==> config.mk <==
export PLATFORM = sky130hd
export DESIGN_NAME = wsrg_top
export DESIGN_NICKNAME = d
export VERILOG_FILES = /design/src/core/wsrg_pkg.sv /design/src/core/wsrg_top.sv /design/src/core/wsrg_wake_view.sv /design/src/core/wsrg_reset_gate.sv
export SDC_FILE = /design/constraint.sdc
export NUM_CORES = 1
export LEC_CHECK = 0
export BUFFER_PORTS_ARGS = -buffer_cell sky130_fd_sc_hd__buf_2
export CAP_MARGIN = 20
export CORE_MARGIN = 2
export CORE_UTILIZATION = 48
export DETAILED_ROUTE_END_ITERATION = 10
export GPL_ROUTABILITY_DRIVEN = 0
export GPL_TIMING_DRIVEN = 0
export PLACE_DENSITY_LB_ADDON = 0.25
export SETUP_SLACK_MARGIN = 0.1
export SYNTH_ARGS = -nofsm -noshare
export SYNTH_HDL_FRONTEND = slang
export SYNTH_SLANG_ARGS = --single-unit
==> constraint.sdc <==
create_clock -name clk -period 5 [get_ports clk]
set_input_delay 1.25 -clock clk [delete_from_list [all_inputs] [get_ports clk]]
set_output_delay 1.25 -clock clk [all_outputs]
set_load 0.02 [all_outputs]
==> src/core/wsrg_pkg.sv <==
// Package: addresses, field positions and reset values of the wake/reset gate
package wsrg_pkg;

  // ----------------------------------------------------------------
  // Register byte addresses
  // ----------------------------------------------------------------
  localparam logic [31:0] WAKE_STATUS_ADDR = 32'h4000_0014;
  localparam logic [31:0] RSE_ADDR = 32'h4000_0018;
  localparam logic [31:0] IRQ_STATUS_ADDR = 32'h4000_0100;
  localparam logic [31:0] IRQ_MASK_ADDR = 32'h4000_0104;

  // ----------------------------------------------------------------
  // Wake status field positions
  // ----------------------------------------------------------------
  localparam int WAKE_PORT_D_BIT = 11;
  localparam int WAKE_PORT_C_BIT = 10;
  localparam int WAKE_PORT_B_BIT = 9;
  localparam int WAKE_PORT_A_BIT = 8;
  localparam int WAKE_WATCHDOG_BIT = 1;
  localparam int WAKE_LOW_VOLTAGE_BIT = 0;
  localparam int WAKE_WIDTH = 16;
  localparam logic [15:0] WAKE_RESET = 16'h0000;

  // ----------------------------------------------------------------
  // Reset source enable field positions
  // ----------------------------------------------------------------
  localparam int RST_PIN_BIT = 6;
  localparam int RST_CPU_BIT = 5;
  localparam int RST_SOFTWARE_BIT = 4;
  localparam int RST_WATCHDOG_BIT = 3;
  localparam int RST_MAIN_CLOCK_BIT = 2;
  localparam int RST_EXT_OSC_BIT = 1;
  localparam int RST_LOW_VOLTAGE_BIT = 0;
  localparam int RST_SOURCES = 7;
  localparam logic [6:0] RSE_RESET = 7'h49;

  // ----------------------------------------------------------------
  // Interrupt status layout: wake bits plus forwarded reset
  // ----------------------------------------------------------------
  localparam int IRQ_RESET_BIT = 15;
  localparam logic [15:0] IRQ_USED_MASK = 16'h8F03;
  localparam logic [15:0] IRQ_STATUS_RESET = 16'h0000;
  localparam logic [15:0] IRQ_MASK_RESET = 16'h0000;

  // Bus slave states
  typedef enum logic {WSRG_IDLE, WSRG_ACK} wsrg_bus_state_t;

endpackage

==> src/core/wsrg_top.sv <==
// Wake source status and reset source gate with a classic Wishbone slave
`timescale 1ns/1ps
module wsrg_top (
  input wire logic clk,
  input wire logic sys_rst,
  input wire logic wb_cyc_i,
  input wire logic wb_stb_i,
  input wire logic wb_we_i,
  input wire logic [31:0] wb_adr_i,
  input wire logic [3:0] wb_sel_i,
  input wire logic [31:0] wb_dat_i,
  output logic [31:0] wb_dat_o,
  output logic wb_ack_o,
  input wire logic port_d_wake_flag,
  input wire logic port_c_wake_flag,
  input wire logic port_b_wake_flag,
  input wire logic port_a_wake_flag,
  input wire logic watchdog_wake_flag,
  input wire logic low_voltage_wake_flag,
  input wire logic pin_reset_event,
  input wire logic cpu_request_reset_event,
  input wire logic software_reset_event,
  input wire logic watchdog_reset_event,
  input wire logic main_clock_fail_event,
  input wire logic ext_osc_fail_event,
  input wire logic low_voltage_reset_event,
  output logic [15:0] wake_source_status,
  output logic [6:0] reset_forward,
  output logic reset_request,
  output logic irq
);

  // ----------------------------------------------------------------
  // Wake status
  // ----------------------------------------------------------------

  wsrg_wake_view u_wake (
    .clk(clk),
    .sys_rst(sys_rst),
    .port_d_wake_flag(port_d_wake_flag),
    .port_c_wake_flag(port_c_wake_flag),
    .port_b_wake_flag(port_b_wake_flag),
    .port_a_wake_flag(port_a_wake_flag),
    .watchdog_wake_flag(watchdog_wake_flag),
    .low_voltage_wake_flag(low_voltage_wake_flag),
    .wake_source_status(wake_source_status)
  );

  // ----------------------------------------------------------------
  // Reset source gate
  // ----------------------------------------------------------------

  logic [6:0] reset_source_enable;
  wire [6:0] reset_events;

  // Event vector in the same layout as the enable register
  assign reset_events =
    (7'(pin_reset_event) << wsrg_pkg::RST_PIN_BIT) |
    (7'(cpu_request_reset_event) << wsrg_pkg::RST_CPU_BIT) |
    (7'(software_reset_event) << wsrg_pkg::RST_SOFTWARE_BIT) |
    (7'(watchdog_reset_event) << wsrg_pkg::RST_WATCHDOG_BIT) |
    (7'(main_clock_fail_event) << wsrg_pkg::RST_MAIN_CLOCK_BIT) |
    (7'(ext_osc_fail_event) << wsrg_pkg::RST_EXT_OSC_BIT) |
    (7'(low_voltage_reset_event) << wsrg_pkg::RST_LOW_VOLTAGE_BIT);

  wsrg_reset_gate u_gate (
    .clk(clk),
    .sys_rst(sys_rst),
    .reset_events(reset_events),
    .reset_source_enable(reset_source_enable),
    .reset_forward(reset_forward),
    .reset_request(reset_request)
  );

  // ----------------------------------------------------------------
  // Wishbone slave decode
  // ----------------------------------------------------------------

  wsrg_pkg::wsrg_bus_state_t state;
  wsrg_pkg::wsrg_bus_state_t next_state;

  wire req;
  wire fire;
  wire wr_fire;
  wire rd_fire;
  wire sel_wake;
  wire sel_rse;
  wire sel_irq_status;
  wire sel_irq_mask;
  wire [31:0] rd_data;

  // Writes and read side effects land on the edge the master sees ack
  assign req = wb_cyc_i & wb_stb_i;
  assign fire = req & wb_ack_o;
  assign wr_fire = fire & wb_we_i;
  assign rd_fire = fire & ~wb_we_i;
  assign sel_wake = (wb_adr_i == wsrg_pkg::WAKE_STATUS_ADDR);
  assign sel_rse = (wb_adr_i == wsrg_pkg::RSE_ADDR);
  assign sel_irq_status = (wb_adr_i == wsrg_pkg::IRQ_STATUS_ADDR);
  assign sel_irq_mask = (wb_adr_i == wsrg_pkg::IRQ_MASK_ADDR);
  assign next_state = (state == wsrg_pkg::WSRG_IDLE && req) ?
                      wsrg_pkg::WSRG_ACK : wsrg_pkg::WSRG_IDLE;

  // Interrupt registers, declared here for the read mux
  logic [15:0] irq_status;
  logic [15:0] irq_mask;

  // Read mux; unmapped addresses still ack and read zero
  assign rd_data = sel_wake ? {16'h0000, wake_source_status} :
                   sel_rse ? {25'h000_0000, reset_source_enable} :
                   sel_irq_status ? {16'h0000, irq_status} :
                   sel_irq_mask ? {16'h0000, irq_mask} :
                   32'h0000_0000;

  // Ack for one cycle, then idle at least one cycle
  always_ff @(posedge clk) begin
    if (sys_rst) begin
      state <= wsrg_pkg::WSRG_IDLE;
      wb_ack_o <= 1'b0;
    end else begin
      case (state)
        wsrg_pkg::WSRG_IDLE: begin
          state <= next_state;
          wb_ack_o <= req;
        end
        wsrg_pkg::WSRG_ACK: begin
          state <= wsrg_pkg::WSRG_IDLE;
          wb_ack_o <= 1'b0;
        end
        default: begin
          state <= wsrg_pkg::WSRG_IDLE;
          wb_ack_o <= 1'b0;
        end
      endcase
    end
  end

  // Read data is captured with the ack and held while it stands
  always_ff @(posedge clk) begin
    if (sys_rst) begin
      wb_dat_o <= 32'h0000_0000;
    end else if (state == wsrg_pkg::WSRG_IDLE && req && !wb_we_i) begin
      wb_dat_o <= rd_data;
    end
  end

  // ----------------------------------------------------------------
  // Reset source enable register
  // ----------------------------------------------------------------

  // Byte lane 0 only; bit 7 reserved and reads as zero
  always_ff @(posedge clk) begin
    if (sys_rst) begin
      reset_source_enable <= wsrg_pkg::RSE_RESET;
    end else if (wr_fire && sel_rse && wb_sel_i[0]) begin
      reset_source_enable <= wb_dat_i[6:0];
    end
  end

  // Writes to the wake status address fall through with no effect

  // ----------------------------------------------------------------
  // Interrupts
  // ----------------------------------------------------------------

  logic [15:0] wake_prev;
  logic request_prev;
  wire [15:0] irq_set;
  wire [15:0] irq_clear;
  wire [15:0] mask_wdata;
  wire [15:0] mask_lanes;

  // Rising edges of wake bits and of the forwarded request are the events
  assign irq_set = (wake_source_status & ~wake_prev) |
                   (16'(reset_request & ~request_prev) << wsrg_pkg::IRQ_RESET_BIT);
  assign irq_clear = (rd_fire && sel_irq_status) ? irq_status : 16'h0000;
  assign mask_lanes = {{8{wb_sel_i[1]}}, {8{wb_sel_i[0]}}};
  assign mask_wdata = (wb_dat_i[15:0] & mask_lanes) | (irq_mask & ~mask_lanes);

  // Edge history
  always_ff @(posedge clk) begin
    if (sys_rst) begin
      wake_prev <= wsrg_pkg::WAKE_RESET;
      request_prev <= 1'b0;
    end else begin
      wake_prev <= wake_source_status;
      request_prev <= reset_request;
    end
  end

  // Read clears the status held at ack, one cycle after capture; a same-cycle set still wins
  always_ff @(posedge clk) begin
    if (sys_rst) begin
      irq_status <= wsrg_pkg::IRQ_STATUS_RESET;
    end else begin
      irq_status <= (irq_status & ~irq_clear) | irq_set;
    end
  end

  // Mask uses byte lanes 0 and 1
  always_ff @(posedge clk) begin
    if (sys_rst) begin
      irq_mask <= wsrg_pkg::IRQ_MASK_RESET;
    end else if (wr_fire && sel_irq_mask) begin
      irq_mask <= mask_wdata & wsrg_pkg::IRQ_USED_MASK;
    end
  end

  // Level output, one cycle behind the status
  always_ff @(posedge clk) begin
    if (sys_rst) begin
      irq <= 1'b0;
    end else begin
      irq <= |(irq_status & irq_mask);
    end
  end

  // Expected wake layout from the raw flags
  wire [15:0] wake_expect;
  assign wake_expect = {4'h0, port_d_wake_flag, port_c_wake_flag,
                        port_b_wake_flag, port_a_wake_flag, 6'h00,
                        watchdog_wake_flag, low_voltage_wake_flag};
endmodule

==> src/core/wsrg_wake_view.sv <==
// Wake status view: places the peripheral wake flags into the status layout
`timescale 1ns/1ps
module wsrg_wake_view (
  input wire logic clk,
  input wire logic sys_rst,
  input wire logic port_d_wake_flag,
  input wire logic port_c_wake_flag,
  input wire logic port_b_wake_flag,
  input wire logic port_a_wake_flag,
  input wire logic watchdog_wake_flag,
  input wire logic low_voltage_wake_flag,
  output logic [15:0] wake_source_status
);

  // One register stage only: each bit mirrors the source flag one clock later
  wire [15:0] next_wake_status;
  assign next_wake_status =
    (16'(port_d_wake_flag) << wsrg_pkg::WAKE_PORT_D_BIT) |
    (16'(port_c_wake_flag) << wsrg_pkg::WAKE_PORT_C_BIT) |
    (16'(port_b_wake_flag) << wsrg_pkg::WAKE_PORT_B_BIT) |
    (16'(port_a_wake_flag) << wsrg_pkg::WAKE_PORT_A_BIT) |
    (16'(watchdog_wake_flag) << wsrg_pkg::WAKE_WATCHDOG_BIT) |
    (16'(low_voltage_wake_flag) << wsrg_pkg::WAKE_LOW_VOLTAGE_BIT);

  // Bit drops when the source flag drops or on sys_rst; unused positions stay 0
  always_ff @(posedge clk) begin
    if (sys_rst) begin
      wake_source_status <= wsrg_pkg::WAKE_RESET;
    end else begin
      wake_source_status <= next_wake_status;
    end
  end

endmodule

==> src/core/wsrg_reset_gate.sv <==
// Reset gate: masks each reset source event with its enable bit
`timescale 1ns/1ps
module wsrg_reset_gate (
  input wire logic clk,
  input wire logic sys_rst,
  input wire logic [6:0] reset_events,
  input wire logic [6:0] reset_source_enable,
  output logic [6:0] reset_forward,
  output logic reset_request
);

  wire [6:0] gated;
  assign gated = reset_events & reset_source_enable;

  // One flop per source, so each forwarded line is glitch free
  genvar i;
  generate
    for (i = 0; i < wsrg_pkg::RST_SOURCES; i++) begin : g_src
      always_ff @(posedge clk) begin
        if (sys_rst) begin
          reset_forward[i] <= 1'b0;
        end else begin
          reset_forward[i] <= gated[i];
        end
      end
    end
  endgenerate

  // Single request to the reset generator
  always_ff @(posedge clk) begin
    if (sys_rst) begin
      reset_request <= 1'b0;
    end else begin
      reset_request <= |gated;
    end
  end

endmodule

Word-level counts from Yosys, hierarchy flattened
Cells that the tools add are included.

cells by class
  equal/unequal tests = 4
  muxes and demuxes = 8
  bitwise logic cells = 31
  reductions and logical operators = 9

operator list
  kind                  count
  $eq 32x31->1 const B  4
  $and 16x16->16        5
  $mux 16               5
  $not 16->16           3
  $or 16x16->16         3
  $or 16x1->16          1
  $or 16x10->16         1
  $or 16x2->16          1
  $or 16x9->16          1
  $reduce_or 16->1      1
  $or 12x11->12         1
  $and 7x7->7           1
  $or 7x1->7            1
  $or 7x2->7            1
  $or 7x3->7            1
  $or 7x4->7            1
  $or 7x5->7            1
  $or 7x6->7            1
  $reduce_or 7->1       1
  $logic_and 1x1->1     6
  $and 1x1->1           5
  $pmux 1 s2            2
  $not 1->1             3
  $logic_not 1->1       1
  $mux 1                1

word-level totals
  word-level logic and storage cells = 70
  register bits = 106
  input bits = 86

Depth between registers and ports, before layout
Gate-level depths: netlist of run 1.

  word-level depth = 8
  depth in mapped cells = 7
  depth with buffers taken out = 5

Modules after synthesis
A second synthesis of run 1 with hierarchy kept.

second synthesis, totals
  cell total of the unflattened synthesis = 360
  area total of the unflattened synthesis = 3,403.3 um^2

modules (own cells, without submodules)
  module           cells an instance  times used  area an instance (um^2)  sequential area each (um^2)
  wsrg_top         311                1           2,924.1                  1,321.3
  wsrg_reset_gate  26                 1           242.7                    160.2
  wsrg_wake_view   23                 1           236.5                    120.1

Worst setup path after synthesis of run 1
Ideal clock, no wire load.

  kind = in2reg
  from = input wb_adr_i[9]
  to = register irq_status[0]
  required time = 4.883 ns
  buffers on the path = 1
  slack = 2.090 ns
  library setup time = 0.117 ns
  arrival time = 2.793 ns
  stages = 6
  cells stage by stage = or4b_4 > nor3b_4 > and4bb_2 > nor2_1 > buf_2 > a22o_1

between the ends
  cells in the longest elaborated chain, start to end = 6

ends and longest elaborated chain
  item                    RTL line         source
  start: declaration      wsrg_top.sv:9    input wire logic [31:0] wb_adr_i,
  $eq 32x31->1            wsrg_top.sv:99   assign sel_irq_status = (wb_adr_i == wsrg_pkg::IRQ_STATUS_ADDR);
  $logic_and 1x1->1       wsrg_top.sv:176  assign irq_clear = (rd_fire && sel_irq_status) ? irq_status : 16'h0000;
  $mux 16                 wsrg_top.sv:176
  $not 16->16             wsrg_top.sv:196  irq_status <= (irq_status & ~irq_clear) | irq_set;
  $and 16x16->16          wsrg_top.sv:196
  $or 16x16->16           wsrg_top.sv:196
  end signal: assignment  wsrg_top.sv:194  irq_status <= wsrg_pkg::IRQ_STATUS_RESET;
  end signal: assignment  wsrg_top.sv:196
  end: declaration        wsrg_top.sv:105  logic [15:0] irq_status;

No other way between the ends.
A chain may end at the register's enable or synchronous reset.

Worst setup path after layout of run 1
  from = input wb_adr_i[9]
  to = register reset_source_enable[3]

between the ends
  cells in the longest elaborated chain, start to end = 3

ends and longest elaborated chain
  item                            RTL line         source
  $eq 32x31->1                    wsrg_top.sv:98   assign sel_rse = (wb_adr_i == wsrg_pkg::RSE_ADDR);
  $logic_and 1x1->1 (2 in a row)  wsrg_top.sv:155  end else if (wr_fire && sel_rse && wb_sel_i[0]) begin
  end signal: assignment          wsrg_top.sv:154  reset_source_enable <= wsrg_pkg::RSE_RESET;
  end signal: assignment          wsrg_top.sv:156  reset_source_enable <= wb_dat_i[6:0];
  end: declaration                wsrg_top.sv:53   logic [6:0] reset_source_enable;

No other way between the ends.

==> results of run 1 <==
## registers in the layout, indices dropped and copies added, names as in the netlist, named ones only
name,count
irq,1
state,1
u_wake.wake_source_status,6
irq_status,16
wb_ack_o,1
u_gate.reset_request,1
request_prev,1
reset_source_enable,7
wb_dat_o,16
u_gate.reset_forward,7
wake_prev,6
## power by group
group          switching [mW]  internal, mW  leakage [nW]  total (mW)
combinational          0.0572        0.0468          1.01       0.104
sequential            0.00811         0.570         0.570       0.578
clock                   0.206         0.346         0.120       0.552
total                   0.271         0.962          1.70        1.23
## how the worst max path moves through the flow
stage,startpoint,endpoint,slack (ns),depth (start not counted)
after floorplan,wb_adr_i[9],irq_status[0],2.09,6
after global placement,wb_adr_i[9],reset_source_enable[4],1.56,7
after detailed placement,wb_adr_i[9],reset_source_enable[3],1.57,7
after CTS,wb_adr_i[9],reset_source_enable[3],1.92,7
after global routing,wb_adr_i[9],reset_source_enable[0],1.78,7
final,wb_adr_i[9],reset_source_enable[3],1.89,7
## Yosys cell counts (2+ instances only)
| master | count |
|---|---|
| and2_1 | 7 |
| nor2b_1 | 14 |
| a21o_1 | 5 |
| buf_4 | 26 |
| inv_1 | 7 |
| a22o_1 | 7 |
| nor4_1 | 6 |
| nor3b_1 | 6 |
| or4b_4 | 2 |
| a222oi_1 | 5 |
| a22oi_1 | 8 |
| and4_1 | 2 |
| nor2_1 | 26 |
| nand4_1 | 3 |
| dfxtp_1 | 70 |
| nor3_1 | 3 |
| o21ai_1 | 6 |
| clkbuf_1 | 6 |
| mux2i_1 | 14 |
| a221oi_1 | 2 |
| nand2_1 | 19 |
| buf_2 | 2 |
| a32o_1 | 5 |
| nor4b_1 | 4 |
## cell families (layout without fill, tap and decap cells)
kind of cell	after synthesis	count (layout)	synth area share
and+or+nand+nor	103	103	0.227
DFF	70	70	0.507
buffers and inverters	43	154	0.0946
AOI/OAI and AO/OA	41	41	0.119
muxes	14	14	0.0507
other	1	26	0.00136
## cell type report
class                   count  share of cell area
flip-flops and latches     70               0.382
multi-input cells         184               0.326
repair buffers             95               0.129
plain buffers              35              0.0630
clock buffers              11              0.0385
clock inverters             5              0.0290
well taps                  72              0.0245
inverters                   8             0.00818
## layer usage
metal,track usage,up-vias,wire [um]
met5,0,-,0
met4,0.0763,0,97
met3,0.0860,11,560
met2,0.373,104,3230
met1,0.264,1086,2760
li1,-,1181,-
## worst reg2reg max path: cells and delay by family, from the launching register on
family                 cells  cell delay (ns)
AOI/OAI and AO/OA          2             0.42
buffers and inverters      2             0.49
DFF                        1             0.32
and+or+nand+nor            2             0.58
==> results.yml, run 1 <==
sta:
  setup_slack_ns: 1.89
  tns_ns: 0
  finalCritPeriodShare: 0.621
  skew_ns: 0.00636
  slew_violations: 0
  holdWs_ns: 0.449
  worst-slew-pin-transition_ns: 0.915
  max_freq_mhz: 322
  slew_headroom: 0.382
  rsz0062_at_grt: "false"
  period_minus_slack_ns: 3.11
  setup_viol: 0
  report.final.hold_viol_count: 0
logic_synthesis:
  synth_largest_area_cell: "dfxtp_1"
  synth_edf_count: 0
  ys_top_cells_by_area: "dfxtp_1, buf_4, mux2i_1"
  yosys_warnings: 0
  ys_seq_area_frac: 0.507
  synthArstFlopShare: 0
  syn-mean-instance-area_um2: 10.2
  syn_area_um2: 2770
  ys_seq_elements: 70
  yosysUniqueCellTypes: 41
  netlist_instances: 272
  synth_top_area_frac: 0.507
  synthFlopType: "dfxtp_1"
finish:
  seqCellArea_um2: 1400
  post-route-util: 0.663
  instances_no_fill: 480
  layout_commonest_cell: "buf_2"
  n_antenna_cell: 0
  fill_cells: 484
  finalNetCount: 489
  area_growth_pct: 32.8
  final_cell_mix: "buf_2, dfxtp_1, nor2_1, buf_4, conb_1"
  layout-drive-gt1-share: 0.358
  design_area_um2: 3670
  multiInputGateArea_um2: 1200
setup_path:
  reg2reg_depth: 6
  slowest_stage: "nor4b_1"
  critPathBufInv: 2
  r2r_start: "state"
  path_class: "input pin to register"
  crit_fanout: 7
  r2r-end: "wb_dat_o[6]"
  cp.required_ns: 5.22
  crit_arrival_ns: 3.33
  crit_path_end_kind: "register"
  cp_cell_sequence: "buf_2, nor4b_1, and4_1, nor4b_1, buf_2, mux2i_1, nand2_1"
  crit_path_start_kind: "input pin"
  critical-path-top-delay-family: "simple AND/OR/NAND/NOR gates"
  max_stage_delay_ns: 0.80
  r2r_slack_ns: 3.09
floorplanning:
  die_w_um: 79.9
  coreArea_um2: 5540
  rows: 27
  die_h_um: 79.9
  ios: 144
  die_area_um2: 6380
  initial_core_util: 0.499
hold_path:
  hold_path.class: "register to register"
  min_path_cells: 1
  hold_path_end: "state"
  min_from: "state"
job:
  maxCapViolCount: 0
grt:
  grt_max_degree: 13
  grt_usage: 0.224
  antenna_found_initial: 0
  grt_overflow: 0
  grt_pass1_vias: 2262
  grt_pass1_wl_um: 10800
run_status:
  status: "complete, no violations"
routing:
  firstDrtPassIters: 4
  drc: 0
  vias_per_cell: 4.96
  num_vias: 2382
  wire_per_inst_um: 13.9
  wirelength_um: 6650
  drt_iter0_drc: 123
  postRouteAntennaNets: 0
place:
  dpl_worst_slack_ns: 1.57
  dpl.hpwl_um: 5060
  dpl_cell_area_um2: 3420
  placed_cells: 464
  portBuffers: 95
cts:
  clk_latency_ns: 0.34
  cts_tree: "done"
  ctsRootBufferMaster: "clkbuf_8"
  cts_buffer_depth: 2
  postCtsSetupBuffers: 0
  h-tree-depth: 3
  ctsHoldBuffers: 0
  cts.sinks: 70
  cts_resized: 0
  numCtsBuffers: 9
  clk_pin_slew_ns: 0.07
power_and_ir_drop:
  leakage_nw: 1.70
  peakVddDrop_uv: 263
  p_per_area_nw_per_um2: 336
  finalPower_mw: 1.23
Note: power is estimated with default switching activity, not from simulation.
==> run 2: changes to the inputs <==
- CORE_UTILIZATION: 48 -> 40
- clock period: 5 -> 2.6 ns (I/O delays scaled with it)
==> run 2 against run 1 <==
Against the previous run: combinational power increased by 94%; clock power increased by 58%; wire length about the same; die area increased by 19%; total power increased by 77%; critical path depth unchanged; sequential share of layout area increased by 0.21 points; largest cell class unchanged; global-route usage decreased by 4.0 points; count of clock-buffer cells in the layout decreased by 1; final area decreased by 0.55%; final cell count increased by 1.9%; sequential power increased by 92%.
==> results.yml, run 2 (synthesis gave the netlist of run 1 again) <==
cts:
  ctsRootBufferMaster: "clkbuf_8"
  cts_buffer_depth: 2
  clk_pin_slew_ns: 0.07
  cts_tree: "done"
  h-tree-depth: 3
  ctsHoldBuffers: 0
  numCtsBuffers: 9
  cts.sinks: 70
  clk_latency_ns: 0.35
grt:
  grt_max_degree: 13
  grt_overflow: 0
  antenna_found_initial: 0
  grt_usage: 0.184
  grt_pass1_wl_um: 10600
  grt_pass1_vias: 2271
place:
  portBuffers: 95
  dpl_cell_area_um2: 3430
  placed_cells: 472
  dpl.hpwl_um: 5030
floorplanning:
  coreArea_um2: 6760
  initial_core_util: 0.409
  rows: 30
  ios: 144
  die_area_um2: 7590
  die_w_um: 87.1
  die_h_um: 87.1
routing:
  wire_per_inst_um: 13.6
  postRouteAntennaNets: 0
  num_vias: 2391
  vias_per_cell: 4.89
  wirelength_um: 6650
  firstDrtPassIters: 4
  drc: 0
  drt_iter0_drc: 94
sta:
  max_freq_mhz: 419
  setup_viol: 0
  report.final.hold_viol_count: 0
  worst-slew-pin-transition_ns: 0.629
  period_minus_slack_ns: 2.39
  rsz0062_at_grt: "false"
  skew_ns: 0.0107
  slew_violations: 0
  slew_headroom: 0.579
  finalCritPeriodShare: 0.918
  tns_ns: 0
setup_path:
  crit_arrival_ns: 2.62
  crit_path_start_kind: "input pin"
  cp.required_ns: 2.83
  path_class: "input pin to register"
  crit_fanout: 10
  crit_path_end_kind: "register"
finish:
  layout-drive-gt1-share: 0.364
  post-route-util: 0.541
  final_cell_mix: "buf_2, dfxtp_1, buf_4, nor2_1, conb_1"
  instances_no_fill: 489
  layout_commonest_cell: "buf_2"
  area_growth_pct: 32.1
  largestRegisters: "irq_status: 16 flops, wb_dat_o: 16 flops"
  design_area_um2: 3650
  finalNetCount: 491
  n_antenna_cell: 0
power_and_ir_drop:
  leakage_nw: 1.69
  peakVddDrop_uv: 442
  p_per_area_nw_per_um2: 599
  finalPower_mw: 2.19
job:
  maxCapViolCount: 0
run_status:
  status: "complete, no violations"
hold_path:
  hold_path.class: "register to register"
run 2: cell count changes in the layout (fill, tap and decap cells not counted):
cell,before,now
buf_4,26,28
bufinv_16,3,1
clkbuf_1,7,6
clkinv_2,0,1
clkinv_4,1,0
clkinvlp_4,1,2
inv_6,0,1
nor4b_1,4,3
nor4b_2,0,1
run 2: final cells by class:
cell class / count / area, um2
clock inverter: 5 / 58.8
sequential: 70 / 1400
clock buffer: 10 / 138
fill: 648 / 3100
timing repair buffer: 97 / 490
buffer: 35 / 231
inverter: 8 / 30.0
multi-input combinational: 184 / 1200
tap: 80 / 100
run 2: worst paths after layout:
kind	from	to	slack [ns]	cells past startpoint
worst min-delay path	state	wb_ack_o	0.44	1
worst min register to register	state	wb_ack_o	0.44	1
worst max register to register	state	wb_dat_o[5]	0.70	6
worst max-delay path	wb_adr_i[9]	irq_status[9]	0.21	7
run 2: critical path: stages:
cell and delay (ns):
buf_2 0.12, or4b_4 0.57, nor3b_4 0.39, and4bb_2 0.39
nor2_1 0.07, buf_2 0.23, a22o_1 0.20
run 2: timing repair:
action | 4_1_cts | 5_1_grt
setup buffers | 0 | 2
setup endpoints to repair | 0 | 7
hold endpoints to repair | 0 | 0
gates resized for setup | 0 | 1
run 2: metrics by stage:
| stage | setup slack, ns | hold WS (ns) |
|---|---|---|
| final | 0.212 | 0.444 |
| after global routing | 0.122 | 0.468 |
| after CTS | 0.154 | 0.448 |
| after detailed placement | -0.173 | 0.439 |
| after global placement | -0.159 | 0.429 |
| after floorplan | 0.290 | 0.419 |
run 2: power breakdown:
| part | leakage, nW | switching [mW] | internal [mW] |
|---|---|---|---|
| clock network | 0.0948 | 0.408 | 0.465 |
| logic | 1.02 | 0.112 | 0.0902 |
| registers | 0.570 | 0.0158 | 1.10 |
run 2: metal layers:
metal,vias to the layer above,track usage,part of all wire
li1,1188,-,-
met1,1092,0.228,0.44
met2,99,0.295,0.46
met3,12,0.0720,0.082
met4,0,0.0587,0.021
met5,-,0,0
